<file path="src/core/spad_defs.vh">
`ifndef SPAD_DEFS_VH
`define SPAD_DEFS_VH

// register byte offsets on the control bus
`define REG_CMD 8'h00
`define REG_INDEX 8'h04
`define REG_PADDR 8'h08
`define REG_WDATA 8'h0C
`define REG_BYTEEN 8'h10
`define REG_TAG_LOW_REGISTER 8'h14
`define REG_DRDATA 8'h18
`define REG_IRDATA 8'h1C
`define REG_STATUS 8'h20

// command register fields
`define CMD_PORT_BIT 0
`define CMD_OP_HI 2
`define CMD_OP_LO 1
`define PORT_DATA 1'b0
`define PORT_INSTR 1'b1

// access kinds
`define OP_READ 2'h0
`define OP_WRITE 2'h1
`define OP_TAGRD 2'h2
`define OP_TAGWR 2'h3

// physical address register fields
`define PADDR_HI 31
`define PADDR_LO 10
`define PADDR_UNC_BIT 0

// reset values
`define BYTEEN_RESET 4'hF
`define WORD_RESET 32'h00000000
`define TAG_RESET 24'h000000

// status register bits
`define ST_DBUSY 0
`define ST_DDONE 1
`define ST_DHIT 2
`define ST_DABSENT 3
`define ST_IBUSY 4
`define ST_IDONE 5
`define ST_IHIT 6
`define ST_IABSENT 7
`define ST_DPRESENT 8
`define ST_IPRESENT 9

// bus answers
`define RESP_OKAY 2'h0
`define RESP_SLVERR 2'h2

`endif

</file>
<file path="src/core/spad_sync2.v">
module spad_sync2 #(
    parameter W = 2
) (
    // clock and reset
    input wire aclk,
    input wire aresetn,
    // levels from outside the clock domain
    input wire [W-1:0] async_in,
    output wire [W-1:0] sync_out
);

    genvar g;
    generate
        for (g = 0; g < W; g = g + 1) begin : bit_sync
            reg meta_ff;
            reg safe_ff;
            always @(posedge aclk) begin
                if (!aresetn) begin
                    meta_ff <= 1'b0;
                    safe_ff <= 1'b0;
                end else begin
                    meta_ff <= async_in[g];
                    safe_ff <= meta_ff;
                end
            end
            assign sync_out[g] = safe_ff;
        end
    endgenerate

endmodule

</file>
<file path="src/core/spad_access_seq.v">
`include "spad_defs.vh"

module spad_access_seq (
    // clock and reset
    input wire aclk,
    input wire aresetn,
    // command side
    input wire start,
    input wire [1:0] op,
    input wire present,
    output wire busy,
    output reg done_ff,
    output reg refused_ff,
    output reg hit_ff,
    output reg [31:0] word_ff,
    output reg [23:0] tag_ff,
    // strobes toward the array
    output reg data_rd_ff,
    output reg tag_rd_ff,
    output reg data_wr_ff,
    output reg tag_wr_ff,
    // answers from the array, same clock
    input wire stall,
    input wire hit,
    input wire [31:0] read_word,
    input wire [23:0] tag_value
);

    localparam S_IDLE = 3'b001;
    localparam S_READ = 3'b010;
    localparam S_WRITE = 3'b100;

    reg [2:0] state_ff;
    reg [2:0] nxt_state;

    wire is_read = (op == `OP_READ) || (op == `OP_TAGRD);

    assign busy = (state_ff != S_IDLE);

    always @* begin
        nxt_state = state_ff;
        case (state_ff)
            S_IDLE: begin
                if (start && present) begin
                    nxt_state = is_read ? S_READ : S_WRITE;
                end
            end
            S_READ: begin
                if (!stall) begin
                    nxt_state = S_IDLE;
                end
            end
            S_WRITE: nxt_state = S_IDLE;
            default: nxt_state = S_IDLE;
        endcase
    end

    always @(posedge aclk) begin
        if (!aresetn) begin
            state_ff <= S_IDLE;
            done_ff <= 1'b0;
            refused_ff <= 1'b0;
            hit_ff <= 1'b0;
            word_ff <= `WORD_RESET;
            tag_ff <= `TAG_RESET;
            data_rd_ff <= 1'b0;
            tag_rd_ff <= 1'b0;
            data_wr_ff <= 1'b0;
            tag_wr_ff <= 1'b0;
        end else begin
            state_ff <= nxt_state;
            done_ff <= 1'b0;
            refused_ff <= 1'b0;
            case (state_ff)
                S_IDLE: begin
                    if (start && !present) begin
                        done_ff <= 1'b1;
                        refused_ff <= 1'b1;
                    end else if (start) begin
                        data_rd_ff <= (op == `OP_READ);
                        tag_rd_ff <= is_read;
                        data_wr_ff <= (op == `OP_WRITE);
                        tag_wr_ff <= (op == `OP_TAGWR);
                    end
                end
                S_READ: begin
                    // answers are sampled in the strobe cycle itself, no stage between
                    if (!stall) begin
                        data_rd_ff <= 1'b0;
                        tag_rd_ff <= 1'b0;
                        hit_ff <= hit;
                        // a miss leaves the word to the normal cache path
                        word_ff <= hit ? read_word : `WORD_RESET;
                        tag_ff <= tag_value;
                        done_ff <= 1'b1;
                    end
                end
                S_WRITE: begin
                    data_wr_ff <= 1'b0;
                    tag_wr_ff <= 1'b0;
                    done_ff <= 1'b1;
                end
                default: begin
                    data_rd_ff <= 1'b0;
                    tag_rd_ff <= 1'b0;
                    data_wr_ff <= 1'b0;
                    tag_wr_ff <= 1'b0;
                end
            endcase
        end
    end

endmodule

</file>
<file path="src/core/scratchpad_ram_port.v">
// Notes on behaviour
// - port pins are driven and sampled directly so an access ends in its first cycle without stall.
// - data tag read strobe qualifies lookup; hit, stall, tag value follow it.
// - on either port a tag write strobe makes the array store the supplied tag.
// - data write gives 32-bit word and 4 byte enables; only enabled bytes change.
// - data write strobe marks the single cycle in which the array is written.
// - data read strobe requests a read; array returns a 32-bit word.
// - returned tag value, address, lock, valid, loads tag low on a tag read.
// - array raises hit when the read address lies inside its covered region.
// - array holds stall until the read completes; results are used only afterwards.
// - each port is used only while its presence input shows an attached array.
// - instruction read strobe reads tag and data together; hit, stall follow it.
//
// Local design decisions: the placing of the registers and the AXI4-Lite slave port.
`include "spad_defs.vh"

module scratchpad_ram_port (
    // clock and reset
    input wire aclk,
    input wire aresetn,
    // control bus, write address
    input wire [7:0] awaddr,
    input wire awvalid,
    output wire awready,
    // control bus, write data
    input wire [31:0] wdata,
    input wire [3:0] wstrb,
    input wire wvalid,
    output wire wready,
    // control bus, write response
    output wire [1:0] bresp,
    output wire bvalid,
    input wire bready,
    // control bus, read address
    input wire [7:0] araddr,
    input wire arvalid,
    output wire arready,
    // control bus, read data
    output wire [31:0] rdata,
    output wire [1:0] rresp,
    output wire rvalid,
    input wire rready,
    // data scratchpad port
    output wire [19:4] dport_tag_index,
    output wire dport_tag_read_strobe,
    output wire dport_tag_write_strobe,
    output wire [23:0] dport_tag_compare_bus,
    output wire [19:2] dport_word_index,
    output wire [31:0] dport_write_word,
    output wire dport_data_read_strobe,
    output wire dport_data_write_strobe,
    output wire [3:0] dport_byte_enables,
    input wire [31:0] dport_read_word,
    input wire [23:0] dport_tag_read_value,
    input wire dport_hit,
    input wire dport_stall,
    input wire dport_present,
    // instruction scratchpad port
    output wire [19:2] iport_index,
    output wire iport_read_strobe,
    output wire iport_tag_write_strobe,
    output wire iport_data_write_strobe,
    output wire [31:0] iport_write_compare_bus,
    input wire [31:0] iport_read_word,
    input wire [23:0] iport_tag_read_value,
    input wire iport_hit,
    input wire iport_stall,
    input wire iport_present
);

    // software registers
    reg [2:0] cmd_ff;
    reg [31:0] index_ff;
    reg [31:0] paddr_ff;
    reg [31:0] wdata_ff;
    reg [3:0] byteen_ff;
    reg [23:0] tag_low_register_ff;
    reg [31:0] drdata_ff;
    reg [31:0] irdata_ff;
    reg ddone_ff;
    reg dabsent_ff;
    reg idone_ff;
    reg iabsent_ff;
    reg dhit_ff;
    reg ihit_ff;

    // values held on the pins for the whole access
    reg [19:2] dindex_ff;
    reg [19:2] iindex_ff;
    reg [23:0] dbus_ff;
    reg [31:0] ibus_ff;
    reg [31:0] dword_ff;
    reg [3:0] dbe_ff;
    reg [1:0] dop_ff;
    reg [1:0] iop_ff;

    // bus slave state
    reg aw_got_ff;
    reg w_got_ff;
    reg [7:0] awaddr_ff;
    reg [31:0] wbus_ff;
    reg [3:0] wstrb_ff;
    reg bvalid_ff;
    reg [1:0] bresp_ff;
    reg rvalid_ff;
    reg [1:0] rresp_ff;
    reg [31:0] rdata_ff;
    reg [31:0] nxt_rdata;
    reg [1:0] nxt_rresp;
    reg [1:0] nxt_bresp;

    wire [1:0] present_sync;
    wire d_busy;
    wire i_busy;
    wire d_done;
    wire i_done;
    wire d_refused;
    wire i_refused;
    wire d_hit;
    wire i_hit;
    wire [31:0] d_word;
    wire [31:0] i_word;
    wire [23:0] d_tag;
    wire [23:0] i_tag;
    wire i_data_rd;
    wire i_tag_rd;

    function [31:0] merge;
        input [31:0] old;
        input [31:0] nw;
        input [3:0] be;
        integer k;
        begin
            merge = old;
            for (k = 0; k < 4; k = k + 1) begin
                if (be[k]) begin
                    merge[8*k +: 8] = nw[8*k +: 8];
                end
            end
        end
    endfunction

    wire [31:0] tag_low_register_merged = merge({8'h00, tag_low_register_ff}, wbus_ff, wstrb_ff);

    // write side: address and data are taken in either order, then applied together
    assign awready = !aw_got_ff && !bvalid_ff;
    assign wready = !w_got_ff && !bvalid_ff;
    assign bvalid = bvalid_ff;
    assign bresp = bresp_ff;
    assign arready = !rvalid_ff;
    assign rvalid = rvalid_ff;
    assign rdata = rdata_ff;
    assign rresp = rresp_ff;

    wire wr_fire = aw_got_ff && w_got_ff && !bvalid_ff;
    wire wr_cmd = wr_fire && (awaddr_ff == `REG_CMD) && wstrb_ff[0];
    wire [1:0] wr_op = wbus_ff[`CMD_OP_HI:`CMD_OP_LO];
    wire wr_port = wbus_ff[`CMD_PORT_BIT];
    // a port that is still busy refuses a new command, the other one is unaffected
    wire d_start = wr_cmd && (wr_port == `PORT_DATA) && !d_busy;
    wire i_start = wr_cmd && (wr_port == `PORT_INSTR) && !i_busy;
    wire cmd_refused = wr_cmd && !d_start && !i_start;

    always @* begin
        nxt_bresp = `RESP_OKAY;
        case (awaddr_ff)
            `REG_CMD: nxt_bresp = cmd_refused ? `RESP_SLVERR : `RESP_OKAY;
            `REG_INDEX, `REG_PADDR, `REG_WDATA, `REG_BYTEEN, `REG_TAG_LOW_REGISTER,
            `REG_DRDATA, `REG_IRDATA, `REG_STATUS: nxt_bresp = `RESP_OKAY;
            default: nxt_bresp = `RESP_SLVERR;
        endcase
    end

    always @(posedge aclk) begin
        if (!aresetn) begin
            aw_got_ff <= 1'b0;
            w_got_ff <= 1'b0;
            awaddr_ff <= 8'h00;
            wbus_ff <= `WORD_RESET;
            wstrb_ff <= 4'h0;
            bvalid_ff <= 1'b0;
            bresp_ff <= `RESP_OKAY;
        end else begin
            if (awvalid && awready) begin
                aw_got_ff <= 1'b1;
                awaddr_ff <= awaddr;
            end
            if (wvalid && wready) begin
                w_got_ff <= 1'b1;
                wbus_ff <= wdata;
                wstrb_ff <= wstrb;
            end
            if (wr_fire) begin
                aw_got_ff <= 1'b0;
                w_got_ff <= 1'b0;
                bvalid_ff <= 1'b1;
                bresp_ff <= nxt_bresp;
            end else if (bvalid_ff && bready) begin
                bvalid_ff <= 1'b0;
            end
        end
    end

    // read side has no side effects
    wire [31:0] status_word = {22'h000000, present_sync[1], present_sync[0],
                               iabsent_ff, ihit_ff, idone_ff, i_busy,
                               dabsent_ff, dhit_ff, ddone_ff, d_busy};

    always @* begin
        nxt_rresp = `RESP_OKAY;
        nxt_rdata = `WORD_RESET;
        case (araddr)
            `REG_CMD: nxt_rdata = {29'h00000000, cmd_ff};
            `REG_INDEX: nxt_rdata = index_ff;
            `REG_PADDR: nxt_rdata = paddr_ff;
            `REG_WDATA: nxt_rdata = wdata_ff;
            `REG_BYTEEN: nxt_rdata = {28'h0000000, byteen_ff};
            `REG_TAG_LOW_REGISTER: nxt_rdata = {8'h00, tag_low_register_ff};
            `REG_DRDATA: nxt_rdata = drdata_ff;
            `REG_IRDATA: nxt_rdata = irdata_ff;
            `REG_STATUS: nxt_rdata = status_word;
            default: nxt_rresp = `RESP_SLVERR;
        endcase
    end

    always @(posedge aclk) begin
        if (!aresetn) begin
            rvalid_ff <= 1'b0;
            rresp_ff <= `RESP_OKAY;
            rdata_ff <= `WORD_RESET;
        end else if (arvalid && arready) begin
            rvalid_ff <= 1'b1;
            rresp_ff <= nxt_rresp;
            rdata_ff <= nxt_rdata;
        end else if (rvalid_ff && rready) begin
            rvalid_ff <= 1'b0;
        end
    end

    // register file and result capture
    always @(posedge aclk) begin
        if (!aresetn) begin
            cmd_ff <= 3'h0;
            index_ff <= `WORD_RESET;
            paddr_ff <= `WORD_RESET;
            wdata_ff <= `WORD_RESET;
            byteen_ff <= `BYTEEN_RESET;
            tag_low_register_ff <= `TAG_RESET;
            drdata_ff <= `WORD_RESET;
            irdata_ff <= `WORD_RESET;
            ddone_ff <= 1'b0;
            dabsent_ff <= 1'b0;
            idone_ff <= 1'b0;
            iabsent_ff <= 1'b0;
            dhit_ff <= 1'b0;
            ihit_ff <= 1'b0;
        end else begin
            if (wr_fire) begin
                case (awaddr_ff)
                    `REG_CMD: cmd_ff <= (d_start || i_start) ? wbus_ff[2:0] : cmd_ff;
                    `REG_INDEX: index_ff <= merge(index_ff, wbus_ff, wstrb_ff);
                    `REG_PADDR: paddr_ff <= merge(paddr_ff, wbus_ff, wstrb_ff);
                    `REG_WDATA: wdata_ff <= merge(wdata_ff, wbus_ff, wstrb_ff);
                    `REG_BYTEEN: byteen_ff <= wstrb_ff[0] ? wbus_ff[3:0] : byteen_ff;
                    `REG_TAG_LOW_REGISTER: tag_low_register_ff <= tag_low_register_merged[23:0];
                    default: cmd_ff <= cmd_ff;
                endcase
            end
            // a finished tag read overrides a software write in the same cycle
            if (d_done && !d_refused && dop_ff == `OP_TAGRD) begin
                tag_low_register_ff <= d_tag;
            end else if (i_done && !i_refused && iop_ff == `OP_TAGRD) begin
                tag_low_register_ff <= i_tag;
            end
            if (d_done && !d_refused) begin
                drdata_ff <= d_word;
                dhit_ff <= d_hit;
            end
            if (i_done && !i_refused) begin
                irdata_ff <= i_word;
                ihit_ff <= i_hit;
            end
            // completion sets win over the clear made by a new command
            ddone_ff <= d_done | (ddone_ff & !d_start);
            dabsent_ff <= (d_done & d_refused) | (dabsent_ff & !d_start);
            idone_ff <= i_done | (idone_ff & !i_start);
            iabsent_ff <= (i_done & i_refused) | (iabsent_ff & !i_start);
        end
    end

    // pin values are frozen at launch and held while the array stalls
    always @(posedge aclk) begin
        if (!aresetn) begin
            dindex_ff <= 18'h00000;
            iindex_ff <= 18'h00000;
            dbus_ff <= `TAG_RESET;
            ibus_ff <= `WORD_RESET;
            dword_ff <= `WORD_RESET;
            dbe_ff <= 4'h0;
            dop_ff <= `OP_READ;
            iop_ff <= `OP_READ;
        end else begin
            if (d_start) begin
                dop_ff <= wr_op;
                dindex_ff <= index_ff[19:2];
                dword_ff <= wdata_ff;
                dbe_ff <= byteen_ff;
                if (wr_op == `OP_TAGWR) begin
                    dbus_ff <= tag_low_register_ff;
                end else begin
                    dbus_ff <= {paddr_ff[`PADDR_HI:`PADDR_LO], 2'b00};
                end
            end
            if (i_start) begin
                iop_ff <= wr_op;
                iindex_ff <= index_ff[19:2];
                if (wr_op == `OP_WRITE) begin
                    ibus_ff <= wdata_ff;
                end else if (wr_op == `OP_TAGWR) begin
                    ibus_ff <= {8'h00, tag_low_register_ff};
                end else begin
                    ibus_ff <= {8'h00, paddr_ff[`PADDR_HI:`PADDR_LO],
                                paddr_ff[`PADDR_UNC_BIT], 1'b0};
                end
            end
        end
    end

    // presence is a strap from outside, resynchronised before use
    spad_sync2 #(
        .W(2)
    ) u_present (
        .aclk(aclk),
        .aresetn(aresetn),
        .async_in({iport_present, dport_present}),
        .sync_out(present_sync)
    );

    spad_access_seq u_dseq (
        .aclk(aclk),
        .aresetn(aresetn),
        .start(d_start),
        .op(wr_op),
        .present(present_sync[0]),
        .busy(d_busy),
        .done_ff(d_done),
        .refused_ff(d_refused),
        .hit_ff(d_hit),
        .word_ff(d_word),
        .tag_ff(d_tag),
        .data_rd_ff(dport_data_read_strobe),
        .tag_rd_ff(dport_tag_read_strobe),
        .data_wr_ff(dport_data_write_strobe),
        .tag_wr_ff(dport_tag_write_strobe),
        .stall(dport_stall),
        .hit(dport_hit),
        .read_word(dport_read_word),
        .tag_value(dport_tag_read_value)
    );

    spad_access_seq u_iseq (
        .aclk(aclk),
        .aresetn(aresetn),
        .start(i_start),
        .op(wr_op),
        .present(present_sync[1]),
        .busy(i_busy),
        .done_ff(i_done),
        .refused_ff(i_refused),
        .hit_ff(i_hit),
        .word_ff(i_word),
        .tag_ff(i_tag),
        .data_rd_ff(i_data_rd),
        .tag_rd_ff(i_tag_rd),
        .data_wr_ff(iport_data_write_strobe),
        .tag_wr_ff(iport_tag_write_strobe),
        .stall(iport_stall),
        .hit(iport_hit),
        .read_word(iport_read_word),
        .tag_value(iport_tag_read_value)
    );

    // data port pins
    assign dport_tag_index = dindex_ff[19:4];
    assign dport_word_index = dindex_ff;
    assign dport_tag_compare_bus = dbus_ff;
    assign dport_write_word = dword_ff;
    assign dport_byte_enables = dbe_ff;

    // instruction port pins; one strobe reads tag and data together
    assign iport_index = iindex_ff;
    assign iport_read_strobe = i_data_rd | i_tag_rd;
    assign iport_write_compare_bus = ibus_ff;

endmodule

</file>
<file path="config.mk">
export PLATFORM = sky130hd
export DESIGN_NAME = scratchpad_ram_port
export DESIGN_NICKNAME = d
export VERILOG_FILES = /design/src/core/spad_sync2.v /design/src/core/spad_access_seq.v /design/src/core/scratchpad_ram_port.v
export VERILOG_INCLUDE_DIRS = /design/src /design/src/core
export SDC_FILE = /design/constraint.sdc
export NUM_CORES = 1
export LEC_CHECK = 0
export BUFFER_PORTS_ARGS = -buffer_cell sky130_fd_sc_hd__buf_2
export CAP_MARGIN = 0
export CELL_PAD_IN_SITES_DETAIL_PLACEMENT = 0
export CELL_PAD_IN_SITES_GLOBAL_PLACEMENT = 1
export CORE_MARGIN = 1.5
export CORE_UTILIZATION = 42
export CTS_CLUSTER_SIZE = 24
export DETAILED_ROUTE_END_ITERATION = 10
export PLACE_DENSITY = 0.87
export SYNTH_ARGS = -nofsm -noshare
export SYNTH_HDL_FRONTEND = slang
export SYNTH_SLANG_ARGS = --single-unit
</file>
<file path="constraint.sdc">
create_clock -name aclk -period 2.3 [get_ports aclk]
set_input_delay 0.23 -clock aclk [delete_from_list [all_inputs] [get_ports aclk]]
set_output_delay 0.23 -clock aclk [all_outputs]
set_load 0.02 [all_outputs]
</file>
==> summary.log <==
INFO  grt            grt_pass1_wl=128.7mm
INFO  setup_path     critPathTopFamily=simple AND/OR/NAND/NOR gates
INFO  clock_tree     clock_tree_root=clkbuf_16
INFO  setup_path     critical_path_buf_inv_count=0
INFO  clock_tree     clkLatencyLatePin=630ps
INFO  setup_path     r2r_cells=5
INFO  synth          synth.area.top_cells=dfxtp_1, nand2_1, a21boi_0
INFO  routing        drt_iter0_markers=2133
INFO  routing        routedWlPerCell=22.17um
INFO  die            fp-row-count=85
INFO  synth          dominantRegCellSynth=dfxtp_1
INFO  placed_design  place.port_buffers=366
INFO  sta            final_critical_path_setup_slack=74.16ps
INFO  sta            final_min_period_over_clock_period=0.9678
INFO  routing        drc=0
INFO  power_and_ir_drop power_frac_seq=0.467
INFO  final_layout   finalNetCount=3408
INFO  sta            max_freq=449.3MHz
INFO  die            initial_utilization=0.4277
INFO  sta            setup_total_negative_slack=0ps
INFO  power_and_ir_drop power.share.switching=0.2334
INFO  synth          synth_top_cell_area_share=0.4721
INFO  setup_path     critical_path.slowest_cell=or4b_2
INFO  placed_design  globalplace.congestion=0.9115
INFO  routing        drt-total-wl=88.13mm
INFO  die            chipHeight=238.0um
INFO  grt            antenna_found_initial=7
INFO  clock_tree     cts.clk_slew.worst_paths=60ps
INFO  power_and_ir_drop p_int=15900uW
INFO  power_and_ir_drop power_density_over_the_cells=699.7nW/um^2
INFO  clock_tree     cts_max_path_buffers=3
INFO  sta            setup-violations-final=0
INFO  final_layout   flow.area_growth_from_synthesis=27.77%
INFO  sta            finalClockSkew=18.11ps
INFO  power_and_ir_drop finalPower=20740uW
INFO  synth          synth_seq_cells=547
INFO  setup_path     type_of_element_launching_the_critical_path=flop
INFO  placed_design  post-place-cells=3690
INFO  power_and_ir_drop power.ir.vdd_worst=0.5193mV
INFO  final_layout   fraction_of_layout_cells_with_a_size_suffix_above_1=0.1911
INFO  setup_path     worst-setup-path-type=flop to flop
INFO  die            fp.dieW=238.0um
INFO  synth          synth.yosys.warnings=0
INFO  power_and_ir_drop combinationalPowerShare=0.064
INFO  sta            rsz_0062_raised_after_global_routing=true
INFO  setup_path     critical-path-max-stage-delay=640ps
INFO  routing        drt_first_pass_iters=7
INFO  routing        detailroute.via_count=22080
INFO  clock_tree     htree_num_levels=2
INFO  final_layout   filler_free_cell_count_of_the_finished_design=3975
INFO  status         run_status=finished, final reports clean
INFO  placed_design  dp_hpwl=62.36mm
INFO  sta            finalHoldViolations=0
INFO  synth          synth_edf_count=0
INFO  sta            maxSlewHeadroom=0.2207
INFO  die            floorplan_core_area=54240squm
INFO  synth          ys_async_sr_fraction=0
INFO  synth          avgSynthCellArea=8.362squm
INFO  setup_path     critical_path.endpoint_type=flop
INFO  routing        routed_via_density=5.555
INFO  synth          seq_area_frac_synth=0.4721
INFO  synth          gate_count_after_technology_mapping=2774
INFO  grt            number_of_global_route_vias_before_repair=20866
INFO  min_path       holdCritPathClass=primary input to flop
INFO  sta            final_max_slew_viol_count=0
INFO  clock_tree     cts_sinks=547
INFO  final_layout   nFillCells=4996
INFO  min_path       worst_hold_path.num_cells=4
INFO  setup_path     critical_path_cell_by_cell=or4b_2 > nor4_1 > o21ai_0 > nand3_1 > o21ai_1
INFO  clock_tree     cts_inserted_buffers=58
INFO  setup_path     worst-endpoint-arrival=2730ps
INFO  synth          netlist_area=23200squm
INFO  synth          synth_top_area_cell=dfxtp_1
INFO  grt            track_usage=0.3006
INFO  grt            globalRouteOverflowTotal=0
INFO  sta            timing_worst_slew_pin_value=1169ps
INFO  synth          yosysUniqueCellTypes=64
INFO  setup_path     cp_data_required_time=2810ps
INFO  die            boundaryPins=369
INFO  clock_tree     cts_tree=built
INFO  grt            grt_max_degree=282
INFO  power_and_ir_drop p_leak=0.01123uW
INFO  setup_path     critPathMaxFanout=8
INFO  power_and_ir_drop total_net_switching_power=4842uW
INFO  die            area_of_the_die=56650squm
INFO  sta            period_needed=2226ps
INFO  placed_design  placement.setup.worst_slack=59.69ps
INFO  routing        final_antenna_net_count=0
INFO  power_and_ir_drop clock_power_share=0.469
INFO  setup_path     worst-path-stages=5
INFO  run            maxCapViolCount=0
## layer usage
metal,GRT usage,part of all wire
met5,0,0.00030
met4,0.09724,0.031
met3,0.07647,0.097
met2,0.4542,0.43
met1,0.4185,0.44
## cells in the mapped netlist, drive strengths merged (18+ instances only)
library cell and number:
mux2 20, buf 69, o22ai 40, a21boi 375, o211ai 24, o21ai 95
mux2i 73, dfxtp 547, a22oi 36, a21oi 40, nor2b 18, o211a 25
nand2 821, nor2 64, clkbuf 175, nand3 192
## cell type report
cell class / count / area [sq um] / area share
clock inverter: 21 / 270.3 / 0.009118
timing repair buffer: 640 / 4599 / 0.1552
sequential: 547 / 10950 / 0.3695
clock buffer: 84 / 1690 / 0.05703
tap: 696 / 870.8 / 0.02938
antenna: 3 / 7.507 / 0.0002533
multi-input combinational: 1982 / 11240 / 0.3792
inverter: 2 / 7.507 / 0.0002533
## final timing paths
| check | startpoint | to | slack, ps |
|---|---|---|---|
| setup / recovery | u_present.bit_sync[0].safe_ff | u_dseq.data_rd_ff | 70 |
| hold / removal | araddr[6] | rdata[21] | 110 |
| setup reg to reg | u_present.bit_sync[0].safe_ff | u_dseq.data_rd_ff | 70 |
| hold reg to reg | u_present.bit_sync[0].meta_ff | u_present.bit_sync[0].safe_ff | 440 |
## cell usage in the layout (no fill, tap or decap), types with 8 or more instances in the layout
cell type        n
o211ai_1        24
clkbuf_16       61
nor2_1          64
clkbuf_1        13
o21ai_0         92
clkbuf_8        12
mux2_2          20
a22oi_1         36
and2_1          15
nand3_1        192
nand2_1        817
buf_2          365
o211a_1         25
nor3_1           8
dfxtp_1        545
buf_12          18
a22o_1          14
a21boi_0       319
clkinv_2        10
mux2i_1         73
buf_4           79
nor2b_1         12
dlygate4sd3_1  173
a21oi_1         40
a21boi_1        56
o22ai_1         40
## worst min-delay path, delay by kind of cell
| kind | cells | cell delay, ps |
|---|---|---|
| AO/OA/AOI/OAI | 1 | 70 |
| AND/OR/NAND/NOR | 2 | 220 |
| buffers and inverters | 1 | 160 |
## cell families after synthesis
| group | synth area share |
|---|---|
| and+or+nand+nor | 0.2205 |
| AOI/OAI and AO/OA | 0.2125 |
| DFF | 0.4721 |
| buffers and inverters | 0.04682 |
| muxes | 0.04800 |
| other | 0.0001617 |
## timing repair
item,CTS,global route
hold endpoints to repair,160,1
setup endpoints to repair,0,110
hold buffers,172,1
setup buffers,0,2
gates resized for setup,0,11
## stage by stage
step	util	hold slack [ps]	instance area [sq um]
2_1_floorplan	-	357.3	23200
3_3_place_gp	0.4766	426.0	25850
3_5_place_dp	0.4766	424.8	25850
4_1_cts	0.5445	0.3102	29530
5_1_grt	0.5464	120.2	29630
6_report	0.5465	112.0	29640
## sequential cells by signal, indices dropped and copies added (netlist names), 4 cells and up
register	cells
u_dseq.word_ff	32
dport_write_word	32
awaddr_ff	8
iport_index	18
dport_word_index	18
wbus_ff	32
u_dseq.tag_ff	24
wstrb_ff	4
tag_low_register_ff	24
drdata_ff	32
irdata_ff	32
rdata	32
index_ff	32
paddr_ff	32
dport_tag_compare_bus	24
wdata_ff	32
u_iseq.word_ff	32
u_iseq.tag_ff	24
iport_write_compare_bus	32
dport_byte_enables	4
byteen_ff	4
## power by group through the flow
stage	Sequential [uW]	Combinational [uW]	Clock [uW]
floorplan	9820	614	0
global placement	9890	1060	0
detailed placement	9890	1070	0
CTS	9680	1290	9800
global route	9690	1420	10200
finish	9690	1330	9720
Note: power is estimated with default switching activity, not from simulation.
